--- config.mk ---
export PLATFORM = sky130hd
export DESIGN_NAME = bcd_frame_exec
export DESIGN_NICKNAME = d
export VERILOG_FILES = /design/src/include/exec_pkg.sv /design/src/include/mem_if.sv /design/src/hdl/word_mem.sv /design/src/hdl/bcd_digit_unit.sv /design/src/hdl/bcd_frame_exec.sv
export SDC_FILE = /design/constraint.sdc
export NUM_CORES = 2
export LEC_CHECK = 0
export BUFFER_PORTS_ARGS = -buffer_cell sky130_fd_sc_hd__buf_4
export CAP_MARGIN = 20
export CELL_PAD_IN_SITES_DETAIL_PLACEMENT = 1
export CELL_PAD_IN_SITES_GLOBAL_PLACEMENT = 1
export CORE_MARGIN = 2
export CORE_UTILIZATION = 45
export DETAILED_ROUTE_END_ITERATION = 6
export PLACE_DENSITY = 0.69
export SYNTH_ARGS = -nofsm -noshare
export SYNTH_HDL_FRONTEND = slang
export SYNTH_HIERARCHICAL = 1
export SYNTH_SLANG_ARGS = --single-unit
--- constraint.sdc ---
create_clock -name pclk -period 12.2 [get_ports pclk]
set_input_delay 2.44 -clock pclk [delete_from_list [all_inputs] [get_ports pclk]]
set_output_delay 2.44 -clock pclk [all_outputs]
set_load 0.02 [all_outputs]
--- src/include/exec_pkg.sv ---
package exec_pkg;

   // Register byte offsets on the APB bus
   localparam logic [7:0] REG_CMD = 8'h00;
   localparam logic [7:0] REG_SRC = 8'h04;
   localparam logic [7:0] REG_DST = 8'h08;
   localparam logic [7:0] REG_CNT = 8'h0C;
   localparam logic [7:0] REG_ACC = 8'h10;
   localparam logic [7:0] REG_FBP = 8'h14;
   localparam logic [7:0] REG_STP = 8'h18;
   localparam logic [7:0] REG_FLAGS = 8'h1C;
   localparam logic [7:0] REG_CSEG = 8'h20;
   localparam logic [7:0] REG_IP = 8'h24;
   localparam logic [7:0] REG_OPND = 8'h28;
   localparam logic [7:0] REG_DEPTH = 8'h2C;
   localparam logic [7:0] REG_IDX = 8'h30;
   localparam logic [7:0] REG_MDATA = 8'h34;
   localparam logic [7:0] REG_STATUS = 8'h38;

   // Field positions in flag_word
   localparam int FLG_CY = 0;
   localparam int FLG_Z = 6;
   localparam int FLG_TRACE = 8;
   localparam int FLG_IE = 9;
   localparam int FLG_V = 11;
   localparam int FLG_MD = 15;

   // Field positions in the status and command registers
   localparam int STAT_BUSY = 0;
   localparam int STAT_NATIVE = 1;
   localparam int STAT_TRAP = 2;
   localparam int CMD_MEM_BIT = 4;

   // Reset values
   localparam logic [15:0] FLAGS_RST = 16'h8000;
   localparam logic [15:0] WORD_RST = 16'h0000;
   localparam logic [7:0] BYTE_RST = 8'h00;

   // Command opcodes
   localparam logic [3:0] OP_BCD_ADD = 4'h1;
   localparam logic [3:0] OP_BCD_SUB = 4'h2;
   localparam logic [3:0] OP_BCD_CMP = 4'h3;
   localparam logic [3:0] OP_ROT_LEFT = 4'h4;
   localparam logic [3:0] OP_ROT_RIGHT = 4'h5;
   localparam logic [3:0] OP_FRAME_BUILD = 4'h6;
   localparam logic [3:0] OP_FRAME_RELEASE = 4'h7;
   localparam logic [3:0] OP_BOUNDS = 4'h8;
   localparam logic [3:0] OP_EMU_ENTER = 4'h9;
   localparam logic [3:0] OP_EMU_LEAVE = 4'hA;
   localparam logic [3:0] OP_NATIVE_CALL = 4'hB;
   localparam logic [3:0] OP_IRQ_RETURN = 4'hC;
   localparam logic [3:0] OP_MEM_READ = 4'hD;
   localparam logic [3:0] OP_MEM_WRITE = 4'hE;

   // Memory and arithmetic constants
   localparam logic [15:0] WORD_BYTES = 16'h0002;
   localparam logic [15:0] VEC_OFF_ADDR = 16'h0014;
   localparam logic [15:0] VEC_SEG_ADDR = 16'h0016;
   localparam logic [4:0] BCD_RADIX = 5'h0A;
   localparam logic [7:0] TWO_DIGITS = 8'h02;
   localparam int MEM_WORDS = 128;

endpackage

--- src/include/mem_if.sv ---
interface mem_if;
   logic [7:0] addr;
   logic we;
   logic [1:0] be;
   logic [15:0] wdata;
   logic [15:0] rdata;
   modport host (output addr, output we, output be, output wdata, input rdata);
   modport mem (input addr, input we, input be, input wdata, output rdata);
endinterface

--- src/hdl/word_mem.sv ---
module word_mem
   import exec_pkg::*;
(
   input wire logic pclk,
   mem_if.mem m
);
   logic [15:0] ram [MEM_WORDS];
   logic [15:0] rdata_reg;

   // Read data one cycle after the address, old word on a write
   always_ff @(posedge pclk)
   begin
      rdata_reg <= ram[m.addr[7:1]];
      if (m.we && m.be[0])
         ram[m.addr[7:1]][7:0] <= m.wdata[7:0];
      if (m.we && m.be[1])
         ram[m.addr[7:1]][15:8] <= m.wdata[15:8];
   end

   assign m.rdata = rdata_reg;
endmodule

--- src/hdl/bcd_digit_unit.sv ---
module bcd_digit_unit
   import exec_pkg::*;
(
   input wire logic [3:0] a,
   input wire logic [3:0] b,
   input wire logic cin,
   input wire logic sub,
   output logic [3:0] d,
   output logic cout
);
   logic [4:0] t;

   always_comb
   begin
      if (sub)
      begin
         t = 5'(a) - 5'(b) - 5'(cin);
         cout = t[4];
         d = t[4] ? 4'(t + BCD_RADIX) : t[3:0];
      end
      else
      begin
         t = 5'(a) + 5'(b) + 5'(cin);
         cout = (t >= BCD_RADIX);
         d = cout ? 4'(t - BCD_RADIX) : t[3:0];
      end
   end
endmodule

--- src/hdl/bcd_frame_exec.sv ---
// Functional notes
// Subtract source string from destination, store
// Length from digit count; set V, CY, Z
// Compare subtracts, stores nothing, flags only
// Rotate byte left by one BCD digit
// Rotate byte right by one BCD digit
// Nibbles cycle through accumulator low nibble
// Frame build: 16-bit local byte count
// Frame build: 8-bit nesting depth
// Push old frame base, remember new
// Copy depth minus one display pointers
// Nonzero depth also pushes new base
// Load frame base, reserve local area
// Release: restore pointers, pop frame base
// Mode flag: one native, zero emulation
// Emulation entry clears, return sets flag
// Native call sets, interrupt return clears
// Reset and accepted interrupts force native
// Limits read at operand and operand+2
// Out-of-range signed index traps, vector 5
// Trap fetches vector, pushes flags, segment, pointer
// BCD string add stores sum, sets flags
// Compare 16-bit values, leave operands intact
//
// Chosen here: the placing of the registers and the APB slave port.
module bcd_frame_exec
   import exec_pkg::*;
(
   input wire logic pclk,
   input wire logic presetn,
   input wire logic psel,
   input wire logic penable,
   input wire logic pwrite,
   input wire logic [7:0] paddr,
   input wire logic [31:0] pwdata,
   output logic [31:0] prdata,
   output logic pready,
   output logic pslverr,
   input wire logic nmi_accept,
   input wire logic irq_accept,
   output logic busy,
   output logic native_mode,
   output logic bounds_trap
);

   typedef enum logic [4:0] {
      ST_IDLE, ST_STR_RS, ST_STR_RD, ST_STR_WR, ST_ROT_RD, ST_ROT_WR,
      ST_FB_PUSH, ST_FB_RD, ST_FB_CP, ST_FB_TOP, ST_FB_END,
      ST_FR_RD, ST_FR_END, ST_BC_RL, ST_BC_RU, ST_BC_CMP,
      ST_TR_VO, ST_TR_VS, ST_TR_P1, ST_TR_P2, ST_TR_P3,
      ST_MEM_RD, ST_MEM_END, ST_MEM_WR
   } state_t;

   typedef struct packed {
      state_t state;
      logic [15:0] src;
      logic [15:0] dst;
      logic [7:0] cnt;
      logic [7:0] acc;
      logic [15:0] fbp;
      logic [15:0] stp;
      logic [15:0] flags;
      logic [15:0] cseg;
      logic [15:0] ip;
      logic [15:0] opnd;
      logic [7:0] depth;
      logic [15:0] idx;
      logic [15:0] mdata;
      logic [7:0] left;
      logic [7:0] rep;
      logic [7:0] sb;
      logic [15:0] off;
      logic [15:0] tmp;
      logic [15:0] walk;
      logic [15:0] wa;
      logic [15:0] wb;
      logic borrow;
      logic zero;
      logic add_mode;
      logic cmp_only;
      logic rot_left;
      logic trap_st;
      logic trap_p;
      logic [31:0] prdata;
      logic pready;
      logic pslverr;
      logic busy;
   } st_t;

   localparam st_t ST_RST = '{
      state: ST_IDLE, src: WORD_RST, dst: WORD_RST, cnt: BYTE_RST, acc: BYTE_RST,
      fbp: WORD_RST, stp: WORD_RST, flags: FLAGS_RST, cseg: WORD_RST, ip: WORD_RST,
      opnd: WORD_RST, depth: BYTE_RST, idx: WORD_RST, mdata: WORD_RST,
      left: BYTE_RST, rep: BYTE_RST, sb: BYTE_RST, off: WORD_RST, tmp: WORD_RST,
      walk: WORD_RST, wa: WORD_RST, wb: WORD_RST, borrow: 1'b0, zero: 1'b0,
      add_mode: 1'b0, cmp_only: 1'b0, rot_left: 1'b0, trap_st: 1'b0,
      trap_p: 1'b0, prdata: 32'h0000_0000, pready: 1'b0, pslverr: 1'b0,
      busy: 1'b0};

   st_t r;
   st_t s;

   mem_if mif();

   logic [7:0] m_addr;
   logic m_we;
   logic [1:0] m_be;
   logic [15:0] m_wdata;
   logic [15:0] dptr;
   logic [7:0] dbyte;
   logic [3:0] d0;
   logic [3:0] d1;
   logic c0;
   logic c1;

   // Byte lane of a word, picked by the address bit
   function automatic logic [7:0] lane(input logic [15:0] w, input logic hi);
      return hi ? w[15:8] : w[7:0];
   endfunction

   function automatic logic [1:0] lane_be(input logic hi);
      return hi ? 2'b10 : 2'b01;
   endfunction

   // Result is {new byte, new accumulator nibble}
   function automatic logic [11:0] rot4(input logic [7:0] b, input logic [3:0] a,
                                        input logic left);
      return left ? {b[3:0], a, b[7:4]} : {a, b[7:4], b[3:0]};
   endfunction

   function automatic logic [15:0] dec2(input logic [15:0] p);
      return p - WORD_BYTES;
   endfunction

   word_mem u_mem (
      .pclk(pclk),
      .m(mif.mem)
   );

   assign mif.addr = m_addr;
   assign mif.we = m_we;
   assign mif.be = m_be;
   assign mif.wdata = m_wdata;

   assign dptr = r.dst + r.off;
   assign dbyte = lane(mif.rdata, dptr[0]);

   bcd_digit_unit u_lo (
      .a(dbyte[3:0]),
      .b(r.sb[3:0]),
      .cin(r.borrow),
      .sub(~r.add_mode),
      .d(d0),
      .cout(c0)
   );

   bcd_digit_unit u_hi (
      .a(dbyte[7:4]),
      .b(r.sb[7:4]),
      .cin(c0),
      .sub(~r.add_mode),
      .d(d1),
      .cout(c1)
   );

   always_comb
   begin
      logic [31:0] rd;
      logic hit;
      logic wr;
      logic two;
      logic [7:0] res;
      logic [15:0] sptr;
      logic [11:0] rot;
      rd = 32'h0000_0000;
      hit = 1'b1;
      wr = 1'b0;
      two = (r.left >= TWO_DIGITS);
      res = two ? {d1, d0} : {dbyte[7:4], d0};
      sptr = r.src + r.off;
      rot = rot4(lane(mif.rdata, r.opnd[0]), r.acc[3:0], r.rot_left);
      s = r;
      s.trap_p = 1'b0;
      m_addr = 8'h00;
      m_we = 1'b0;
      m_be = 2'b00;
      m_wdata = 16'h0000;

      // APB: data latched in setup, ready for the access cycle
      unique case (paddr)
         REG_CMD: rd = 32'h0000_0000;
         REG_SRC: rd = {16'h0000, r.src};
         REG_DST: rd = {16'h0000, r.dst};
         REG_CNT: rd = {24'h000000, r.cnt};
         REG_ACC: rd = {24'h000000, r.acc};
         REG_FBP: rd = {16'h0000, r.fbp};
         REG_STP: rd = {16'h0000, r.stp};
         REG_FLAGS: rd = {16'h0000, r.flags};
         REG_CSEG: rd = {16'h0000, r.cseg};
         REG_IP: rd = {16'h0000, r.ip};
         REG_OPND: rd = {16'h0000, r.opnd};
         REG_DEPTH: rd = {24'h000000, r.depth};
         REG_IDX: rd = {16'h0000, r.idx};
         REG_MDATA: rd = {16'h0000, r.mdata};
         REG_STATUS: rd = {29'h0, r.trap_st, r.flags[FLG_MD], r.busy};
         default: hit = 1'b0;
      endcase
      s.pready = psel & ~penable;
      if (psel && !penable)
      begin
         s.prdata = (hit && !pwrite) ? rd : 32'h0000_0000;
         s.pslverr = ~hit;
      end
      wr = psel & penable & r.pready & pwrite & hit;

      // Writes other than the trap clear are dropped while busy so operands stay stable
      if (wr && paddr == REG_STATUS && pwdata[STAT_TRAP])
         s.trap_st = 1'b0;
      if (wr && !r.busy)
      begin
         unique case (paddr)
            REG_SRC: s.src = pwdata[15:0];
            REG_DST: s.dst = pwdata[15:0];
            REG_CNT: s.cnt = pwdata[7:0];
            REG_ACC: s.acc = pwdata[7:0];
            REG_FBP: s.fbp = pwdata[15:0];
            REG_STP: s.stp = pwdata[15:0];
            REG_FLAGS: s.flags = pwdata[15:0];
            REG_CSEG: s.cseg = pwdata[15:0];
            REG_IP: s.ip = pwdata[15:0];
            REG_OPND: s.opnd = pwdata[15:0];
            REG_DEPTH: s.depth = pwdata[7:0];
            REG_IDX: s.idx = pwdata[15:0];
            REG_MDATA: s.mdata = pwdata[15:0];
            default: ;
         endcase
         if (paddr == REG_CMD)
         begin
            s.add_mode = (pwdata[3:0] == OP_BCD_ADD);
            s.cmp_only = (pwdata[3:0] == OP_BCD_CMP);
            s.rot_left = (pwdata[3:0] == OP_ROT_LEFT);
            s.off = WORD_RST;
            s.left = r.cnt;
            s.borrow = 1'b0;
            s.zero = 1'b1;
            unique case (pwdata[3:0])
               OP_BCD_ADD, OP_BCD_SUB, OP_BCD_CMP:
               begin
                  if (r.cnt == BYTE_RST)
                  begin
                     s.flags[FLG_CY] = 1'b0;
                     s.flags[FLG_Z] = 1'b1;
                     s.flags[FLG_V] = 1'b0;
                  end
                  else
                     s.state = ST_STR_RS;
               end
               OP_ROT_LEFT, OP_ROT_RIGHT:
               begin
                  if (pwdata[CMD_MEM_BIT])
                     s.state = ST_ROT_RD;
                  else
                     {s.opnd[7:0], s.acc[3:0]} =
                        rot4(r.opnd[7:0], r.acc[3:0], s.rot_left);
               end
               OP_FRAME_BUILD: s.state = ST_FB_PUSH;
               OP_FRAME_RELEASE: s.state = ST_FR_RD;
               OP_BOUNDS: s.state = ST_BC_RL;
               OP_EMU_ENTER: s.flags[FLG_MD] = 1'b0;
               OP_EMU_LEAVE: s.flags[FLG_MD] = 1'b1;
               OP_NATIVE_CALL: s.flags[FLG_MD] = 1'b1;
               OP_IRQ_RETURN: s.flags[FLG_MD] = 1'b0;
               OP_MEM_READ: s.state = ST_MEM_RD;
               OP_MEM_WRITE: s.state = ST_MEM_WR;
               default: ;
            endcase
         end
      end

      unique case (r.state)
         ST_IDLE: ;
         ST_STR_RS:
         begin
            m_addr = sptr[7:0];
            s.state = ST_STR_RD;
         end
         ST_STR_RD:
         begin
            s.sb = lane(mif.rdata, sptr[0]);
            m_addr = dptr[7:0];
            s.state = ST_STR_WR;
         end
         ST_STR_WR:
         begin
            // Low digit first; an odd count leaves the top nibble alone
            m_addr = dptr[7:0];
            m_we = ~r.cmp_only;
            m_be = lane_be(dptr[0]);
            m_wdata = {res, res};
            s.borrow = two ? c1 : c0;
            s.zero = r.zero & (two ? (res == BYTE_RST) : (d0 == 4'h0));
            s.left = two ? r.left - TWO_DIGITS : BYTE_RST;
            s.off = r.off + 16'h0001;
            if (s.left == BYTE_RST)
            begin
               s.flags[FLG_CY] = s.borrow;
               s.flags[FLG_Z] = s.zero;
               s.flags[FLG_V] = 1'b0;
               s.state = ST_IDLE;
            end
            else
               s.state = ST_STR_RS;
         end
         ST_ROT_RD:
         begin
            m_addr = r.opnd[7:0];
            s.state = ST_ROT_WR;
         end
         ST_ROT_WR:
         begin
            m_addr = r.opnd[7:0];
            m_we = 1'b1;
            m_be = lane_be(r.opnd[0]);
            m_wdata = {rot[11:4], rot[11:4]};
            s.acc[3:0] = rot[3:0];
            s.state = ST_IDLE;
         end
         ST_FB_PUSH:
         begin
            m_addr = 8'(dec2(r.stp));
            m_we = 1'b1;
            m_be = 2'b11;
            m_wdata = r.fbp;
            s.stp = dec2(r.stp);
            s.tmp = dec2(r.stp);
            s.walk = r.fbp;
            s.rep = r.depth - 8'h01;
            if (r.depth == BYTE_RST)
               s.state = ST_FB_END;
            else if (r.depth == 8'h01)
               s.state = ST_FB_TOP;
            else
               s.state = ST_FB_RD;
         end
         ST_FB_RD:
         begin
            m_addr = 8'(dec2(r.walk));
            s.walk = dec2(r.walk);
            s.state = ST_FB_CP;
         end
         ST_FB_CP:
         begin
            m_addr = 8'(dec2(r.stp));
            m_we = 1'b1;
            m_be = 2'b11;
            m_wdata = mif.rdata;
            s.stp = dec2(r.stp);
            s.rep = r.rep - 8'h01;
            s.state = (r.rep == 8'h01) ? ST_FB_TOP : ST_FB_RD;
         end
         ST_FB_TOP:
         begin
            m_addr = 8'(dec2(r.stp));
            m_we = 1'b1;
            m_be = 2'b11;
            m_wdata = r.tmp;
            s.stp = dec2(r.stp);
            s.state = ST_FB_END;
         end
         ST_FB_END:
         begin
            s.fbp = r.tmp;
            s.stp = r.stp - r.opnd;
            s.state = ST_IDLE;
         end
         ST_FR_RD:
         begin
            m_addr = r.fbp[7:0];
            s.stp = r.fbp;
            s.state = ST_FR_END;
         end
         ST_FR_END:
         begin
            s.fbp = mif.rdata;
            s.stp = r.stp + WORD_BYTES;
            s.state = ST_IDLE;
         end
         ST_BC_RL:
         begin
            m_addr = r.opnd[7:0];
            s.state = ST_BC_RU;
         end
         ST_BC_RU:
         begin
            s.wa = mif.rdata;
            m_addr = 8'(r.opnd + WORD_BYTES);
            s.state = ST_BC_CMP;
         end
         ST_BC_CMP:
         begin
            // Signed 16-bit compare, index and limits only read
            if ($signed(r.idx) < $signed(r.wa) || $signed(r.idx) > $signed(mif.rdata))
               s.state = ST_TR_VO;
            else
               s.state = ST_IDLE;
         end
         ST_TR_VO:
         begin
            m_addr = VEC_OFF_ADDR[7:0];
            s.trap_st = 1'b1;
            s.trap_p = 1'b1;
            s.state = ST_TR_VS;
         end
         ST_TR_VS:
         begin
            s.wa = mif.rdata;
            m_addr = VEC_SEG_ADDR[7:0];
            s.state = ST_TR_P1;
         end
         ST_TR_P1:
         begin
            s.wb = mif.rdata;
            m_addr = 8'(dec2(r.stp));
            m_we = 1'b1;
            m_be = 2'b11;
            m_wdata = r.flags;
            s.stp = dec2(r.stp);
            s.flags[FLG_IE] = 1'b0;
            s.flags[FLG_TRACE] = 1'b0;
            s.state = ST_TR_P2;
         end
         ST_TR_P2:
         begin
            m_addr = 8'(dec2(r.stp));
            m_we = 1'b1;
            m_be = 2'b11;
            m_wdata = r.cseg;
            s.stp = dec2(r.stp);
            s.cseg = r.wb;
            s.state = ST_TR_P3;
         end
         ST_TR_P3:
         begin
            m_addr = 8'(dec2(r.stp));
            m_we = 1'b1;
            m_be = 2'b11;
            m_wdata = r.ip;
            s.stp = dec2(r.stp);
            s.ip = r.wa;
            s.state = ST_IDLE;
         end
         ST_MEM_RD:
         begin
            m_addr = r.opnd[7:0];
            s.state = ST_MEM_END;
         end
         ST_MEM_END:
         begin
            s.mdata = mif.rdata;
            s.state = ST_IDLE;
         end
         ST_MEM_WR:
         begin
            m_addr = r.opnd[7:0];
            m_we = 1'b1;
            m_be = 2'b11;
            m_wdata = r.mdata;
            s.state = ST_IDLE;
         end
      endcase

      // Accepted interrupt beats any clear in the same cycle
      if (nmi_accept || irq_accept)
         s.flags[FLG_MD] = 1'b1;
      s.busy = (s.state != ST_IDLE);
   end

   always_ff @(posedge pclk or negedge presetn)
   begin
      if (!presetn)
         r <= ST_RST;
      else
         r <= s;
   end

   assign prdata = r.prdata;
   assign pready = r.pready;
   assign pslverr = r.pslverr;
   assign busy = r.busy;
   assign native_mode = r.flags[FLG_MD];
   assign bounds_trap = r.trap_p;

endmodule

* After elaboration in Yosys (flattened, before gate mapping) *
Memories as Yosys holds them, arrays and structs flattened. A register that Yosys moved wholly into a read port is not among the register bits.
Cells that the tools add are included.
Widths: inputs -> output; s select.

word-level totals
  register bits after elaboration = 335
  bits in writable memories = 2048
  output and inout bits = 37
  memories kept = 1

operators by class
  add/sub/neg operators = 23
  order comparisons = 5
  equality and inequality tests = 53
  mux-type cells = 97
  bitwise operators = 9
  reductions and logical operators = 66

memories
  memory     words  width  read ports  clocked after Yosys merged registers in  wr ports  RTL line       RTL
  u_mem.ram  128    16     1           1                                        1         word_mem.sv:7  logic [15:0] ram [MEM_WORDS];

operators by type and width
  kind                   count
  $mux 16                16
  $pmux 16 s14           1
  $mux 197               1
  $pmux 16 s9            1
  $mux 8                 13
  $pmux 5 s18            1
  $pmux 8 s9             1
  $pmux 16 s2            2
  $pmux 16 s4            1
  $eq 8x6->1 const B     7
  $mux 4                 12
  $eq 5x4->1 const B     8
  $eq 5x5->1 const B     8
  $logic_not 8->1        5
  $mux 5                 7
  $pmux 5 s7             1
  $eq 8x5->1 const B     4
  $mux 32                1
  $reduce_and 2->1       16
  $sub 16x2->16 const B  2
  $reduce_bool 2->1      15
  $eq 4x4->1 const B     7
  $mux 1                 28
  $mux 12                2
  other kinds (45)       93

* Longest topological paths before layout *
  word-level depth = 16
  depth in mapped cells = 29
  gate-level depth less buffers = 27

* By module *
Netlist, hierarchy kept.

modules (own cells, without submodules)
  module          times used  cells each  area an instance (um^2)
  word_mem        1           4856        80208.2
  bcd_frame_exec  1           2160        19279.7
  bcd_digit_unit  2           83          660.6

* Least setup slack after synthesis *
No wires, ideal clock.

  kind = register to register
  start point = register r[106] (netlist name)
  end point = memory u_mem.ram[0][13], data pin
  setup time = 1046 ps
  data arrival time = 7743 ps
  required time = 11154 ps
  setup slack = 3411 ps
  stages on the path, launching flop included = 29
  path buffers = 2
  clock period less this slack = 8789 ps
  cell sequence = dfrtp_1 -> ha_1 -> clkbuf_1 -> clkbuf_1 -> mux2_2 -> inv_1 -> fa_1 -> fa_1 -> xor2_1 -> inv_1 -> ha_1 -> o21ai_1 -> a2bb2o_4 -> o21ai_1 -> o31a_1 -> inv_1 -> fa_1 -> fa_1 -> xor2_1 -> inv_1 -> ha_1 -> o21ai_1 -> a2bb2o_4 -> o41ai_2 -> and3b_1 -> mux2i_1 -> nor2_1 -> a21oi_1 -> nand4_1

between the ends
  cells in the longest elaborated chain, start to end = 12
  elaborated cells on any way between the ends = 20
  classes of those cells = 11 x add/sub; 2 x order compare; 7 x mux

RTL lines
  what                                        RTL line                                    RTL
  start: declaration                          bcd_frame_exec.sv:100                       st_t r;
  start signal: assignment                    bcd_frame_exec.sv:483                       r <= s;
  $add 8x8->8 *                               bcd_frame_exec.sv:145                       assign dptr = r.dst + r.off;
  $mux 8 *                                    bcd_frame_exec.sv:118                       return hi ? w[15:8] : w[7:0];
  via dbyte[0]                                bcd_frame_exec.sv:110                       logic [7:0] dbyte;
  $add 4x4->5                                 bcd_digit_unit.sv:23                        t = 5'(a) + 5'(b) + 5'(cin);
  $add 5x1->5                                 bcd_digit_unit.sv:23
  $ge 5x4->1                                  bcd_digit_unit.sv:24                        cout = (t >= BCD_RADIX);
  $mux 1 *                                    bcd_digit_unit.sv:15                        if (sub)
  via c0                                      bcd_frame_exec.sv:113                       logic c0;
  $sub 5x1->5 or $add 5x1->5 (tied branches)  bcd_digit_unit.sv:17, bcd_digit_unit.sv:23
  $add 4x4->4, or another cell as far along   bcd_digit_unit.sv:19                        d = t[4] ? 4'(t + BCD_RADIX) : t[3:0];
  $mux 4, on equally long branches            bcd_digit_unit.sv:19, bcd_digit_unit.sv:25
  $mux 4 *                                    bcd_digit_unit.sv:15
  via d1[1]                                   bcd_frame_exec.sv:112                       logic [3:0] d1;
  $mux 8 *                                    bcd_frame_exec.sv:179                       res = two ? {d1, d0} : {dbyte[7:4], d0};
  $pmux 16 s9 *                               bcd_frame_exec.sv:280                       unique case (r.state)
  via m_wdata[13]                             bcd_frame_exec.sv:108                       logic [15:0] m_wdata;
  end: declaration                            word_mem.sv:7

Mark *: on every way through the listed nets, which the timed path passes. The rest lies on a longest branch.

* Final worst setup path *
  start point = register r[106] (netlist name)
  end point = memory u_mem.ram[79][6], data pin

Same word-level chain as after synthesis.

==> flow_results.xml <==
<?xml version="1.0" encoding="UTF-8"?>
<metrics>
  <group name="route">
    <metric name="detail_route.wl_per_cell" unit="um">34.9</metric>
    <metric name="ant_nets" unit="">0</metric>
    <metric name="number_of_optimization_iterations_in_the_first_detailed_route_pass" unit="">6</metric>
    <metric name="dr_vias" unit="">68990</metric>
    <metric name="drt_iter0_markers" unit="">9917</metric>
    <metric name="via_per_inst" unit="">6.72</metric>
    <metric name="totalWireLength" unit="um">359000</metric>
    <metric name="drc_errors" unit="">0</metric>
  </group>
  <group name="final_layout">
    <metric name="largest_register_ffs" unit="">2048</metric>
    <metric name="finish.net_count" unit="">7237</metric>
    <metric name="area_delta_synth_final" unit="%">11.1</metric>
    <metric name="layout.cells.most_common" unit="">edfxtp_1</metric>
    <metric name="nFillCells" unit="">21587</metric>
    <metric name="final_layout_size_suffix_gt1_share" unit="%">13.1</metric>
    <metric name="most-common-layout-cells" unit="">edfxtp_1, nor2_1, a21oi_1, a22oi_1, nand2_1</metric>
  </group>
  <group name="timing">
    <metric name="clock.fmax" unit="MHz">114</metric>
    <metric name="rsz0062_at_grt" unit="">no</metric>
    <metric name="final.setup_skew" unit="ns">0.0409</metric>
    <metric name="totalNegativeSetupSlack" unit="ns">0</metric>
    <metric name="final.min_clock_period" unit="ns">8.77</metric>
    <metric name="setup_slack" unit="ns">3.43</metric>
    <metric name="timing_worst_slew_pin_value" unit="ns">1.24</metric>
    <metric name="report.final.slew_viol_count" unit="">0</metric>
    <metric name="timing.slew.headroom" unit="%">16.5</metric>
    <metric name="setup_violations" unit="">0</metric>
    <metric name="hold_violations" unit="">0</metric>
    <metric name="period_share" unit="%">71.9</metric>
    <metric name="fin_worst_hold_slack" unit="ns">0.480</metric>
  </group>
  <group name="clock_tree">
    <metric name="clock-root-buffer" unit="">clkbuf_16</metric>
    <metric name="ctsHtreeMaxLevel" unit="">4</metric>
    <metric name="cts_num_sinks" unit="">2366</metric>
    <metric name="clock_insertion_delay_worst_skew" unit="ns">0.92</metric>
    <metric name="cts_tree" unit="">yes</metric>
    <metric name="cts_made_buffers" unit="">239</metric>
    <metric name="clk_path_buf_depth" unit="">3</metric>
    <metric name="post-cts-setup-buffer-count" unit="">0</metric>
    <metric name="cts-hold-fix-buffers" unit="">0</metric>
    <metric name="cts.clk_slew.worst_paths" unit="ns">0.07</metric>
    <metric name="postCtsResizedCells" unit="">0</metric>
  </group>
  <group name="critical_path">
    <metric name="critPathRequiredTime" unit="ns">12.78</metric>
    <metric name="cpPeakStageDelay" unit="ns">0.80</metric>
    <metric name="launching_point_of_the_worst_reg2reg_path" unit="">r[106]</metric>
    <metric name="critical_path_endpoint" unit="">u_mem/ram[79][6]</metric>
    <metric name="critPathKind" unit="">reg -&gt; reg</metric>
    <metric name="critical_path.n_buffers_inverters" unit="">6</metric>
    <metric name="timing.reg2reg.setup_slack" unit="ns">3.43</metric>
    <metric name="rr_endpoint" unit="">u_mem/ram[79][6]</metric>
    <metric name="start_kind" unit="">flip-flop</metric>
    <metric name="critical_path.top_delay_family" unit="">adder cells</metric>
    <metric name="timing.critical_path.to_type" unit="">flip-flop</metric>
    <metric name="critical_path.slowest_cell" unit="">o21ai_0</metric>
    <metric name="crit_path_start" unit="">r[106]</metric>
    <metric name="timing.critical_path.depth" unit="">27</metric>
    <metric name="timing.critical_path.arrival" unit="ns">9.35</metric>
    <metric name="critical_path.most_common_cell" unit="">inv_1</metric>
    <metric name="path_max_fanout" unit="">69</metric>
    <metric name="worst_r2r_path_depth" unit="">27</metric>
  </group>
  <group name="die">
    <metric name="floorplan.initialDensity" unit="%">45.3</metric>
    <metric name="placementRows" unit="">173</metric>
    <metric name="floorplan.die.height" unit="um">477</metric>
    <metric name="floorplan.die_area" unit="um2">228000</metric>
    <metric name="placeableCoreArea" unit="um2">222000</metric>
    <metric name="dieWidth" unit="um">477</metric>
    <metric name="top_level_ports" unit="">84</metric>
  </group>
  <group name="flow_run">
    <metric name="max_capacitance_violation_total" unit="">0</metric>
  </group>
  <group name="grt">
    <metric name="number_of_antenna_violations_at_the_first_check_in_global_routing" unit="">12</metric>
    <metric name="gr-usage-all-layers" unit="%">30.8</metric>
    <metric name="grt_pass1_vias" unit="">68709</metric>
    <metric name="grt-ovfl-total" unit="">0</metric>
    <metric name="grt_first_pass_wirelength" unit="um">510000</metric>
    <metric name="grt_start_max_net_pins" unit="">177</metric>
  </group>
  <group name="placement">
    <metric name="placed_wire_length_estimate_after_detailed_placement" unit="um">223000</metric>
    <metric name="routability_driven_placement_congestion_ratio" unit="">0.927</metric>
    <metric name="dp_worst_setup_slack" unit="ns">3.50</metric>
    <metric name="portBuffers" unit="">51</metric>
  </group>
  <group name="logic_synthesis">
    <metric name="netlist_area" unit="um2">101000</metric>
    <metric name="avgSynthCellArea" unit="um2">14.0</metric>
    <metric name="synth-warning-count" unit="">6</metric>
    <metric name="synthCells" unit="">7175</metric>
  </group>
  <group name="min_path">
    <metric name="hold_class" unit="">reg -&gt; reg</metric>
  </group>
  <group name="outcome">
    <metric name="outcome" unit="">complete, no violations</metric>
  </group>
</metrics>
-- per-stage QoR --
step | area [um2] | instances | util, %
3_3_place_gp | 104000 | 9812 | 46.8
4_1_cts | 112000 | 10259 | 50.3
3_5_place_dp | 104000 | 9816 | 46.8
6_report | 112000 | 10270 | 50.4
2_1_floorplan | 101000 | 7190 | -
5_1_grt | 112000 | 10265 | 50.4
-- worst min-delay path by stage --
stage                         start        end  depth (start not counted)  slack [ns]
after floorplan               r[42]     r[218]                          2        0.45
after global placement        r[45]     r[221]                          2        0.46
after detailed placement      r[52]     r[228]                          2        0.47
after CTS                 prdata[9]  prdata[9]                          1        0.49
after global routing      prdata[9]  prdata[9]                          1        0.50
final                         r[42]     r[218]                          2        0.48
-- worst reg2reg max path: cells and delay by family (launching register included) --
family | cells | cell delay [ns]
AOI/OAI and AO/OA | 9 | 2.38
xor gates and xnor gates | 2 | 0.47
muxes | 1 | 0.11
buffers and inverters | 6 | 1.85
and+or+nand+nor | 3 | 0.64
adders and majority gates | 6 | 2.45
DFF | 1 | 0.47
-- per-layer routing --
layer	GRT usage [%]	share of wire, %	vias up	wire (um)
met4	12.5	4.6	8	16500
met2	48.2	46	4108	165000
met1	42.4	39	36068	141000
li1	-	-	28053	-
met5	0	0.016	-	57
met3	5.86	10	753	35900
-- area by class of cell --
cell class / instances / area, um2 / area share, %
Multi-Input combinational cell: 4140 / 28700 / 25.6
Antenna cell: 6 / 15.0 / 0.0134
Tap cell: 2975 / 3720 / 3.32
Sequential cell: 2366 / 69400 / 62.0
Clock inverter: 137 / 1430 / 1.27
Timing Repair Buffer: 234 / 1930 / 1.72
Clock buffer: 306 / 6430 / 5.74
Inverter: 106 / 405 / 0.362
Power is not shown: default switching activity piles up to over one toggle a cycle in this logic, so the estimate is an artifact.
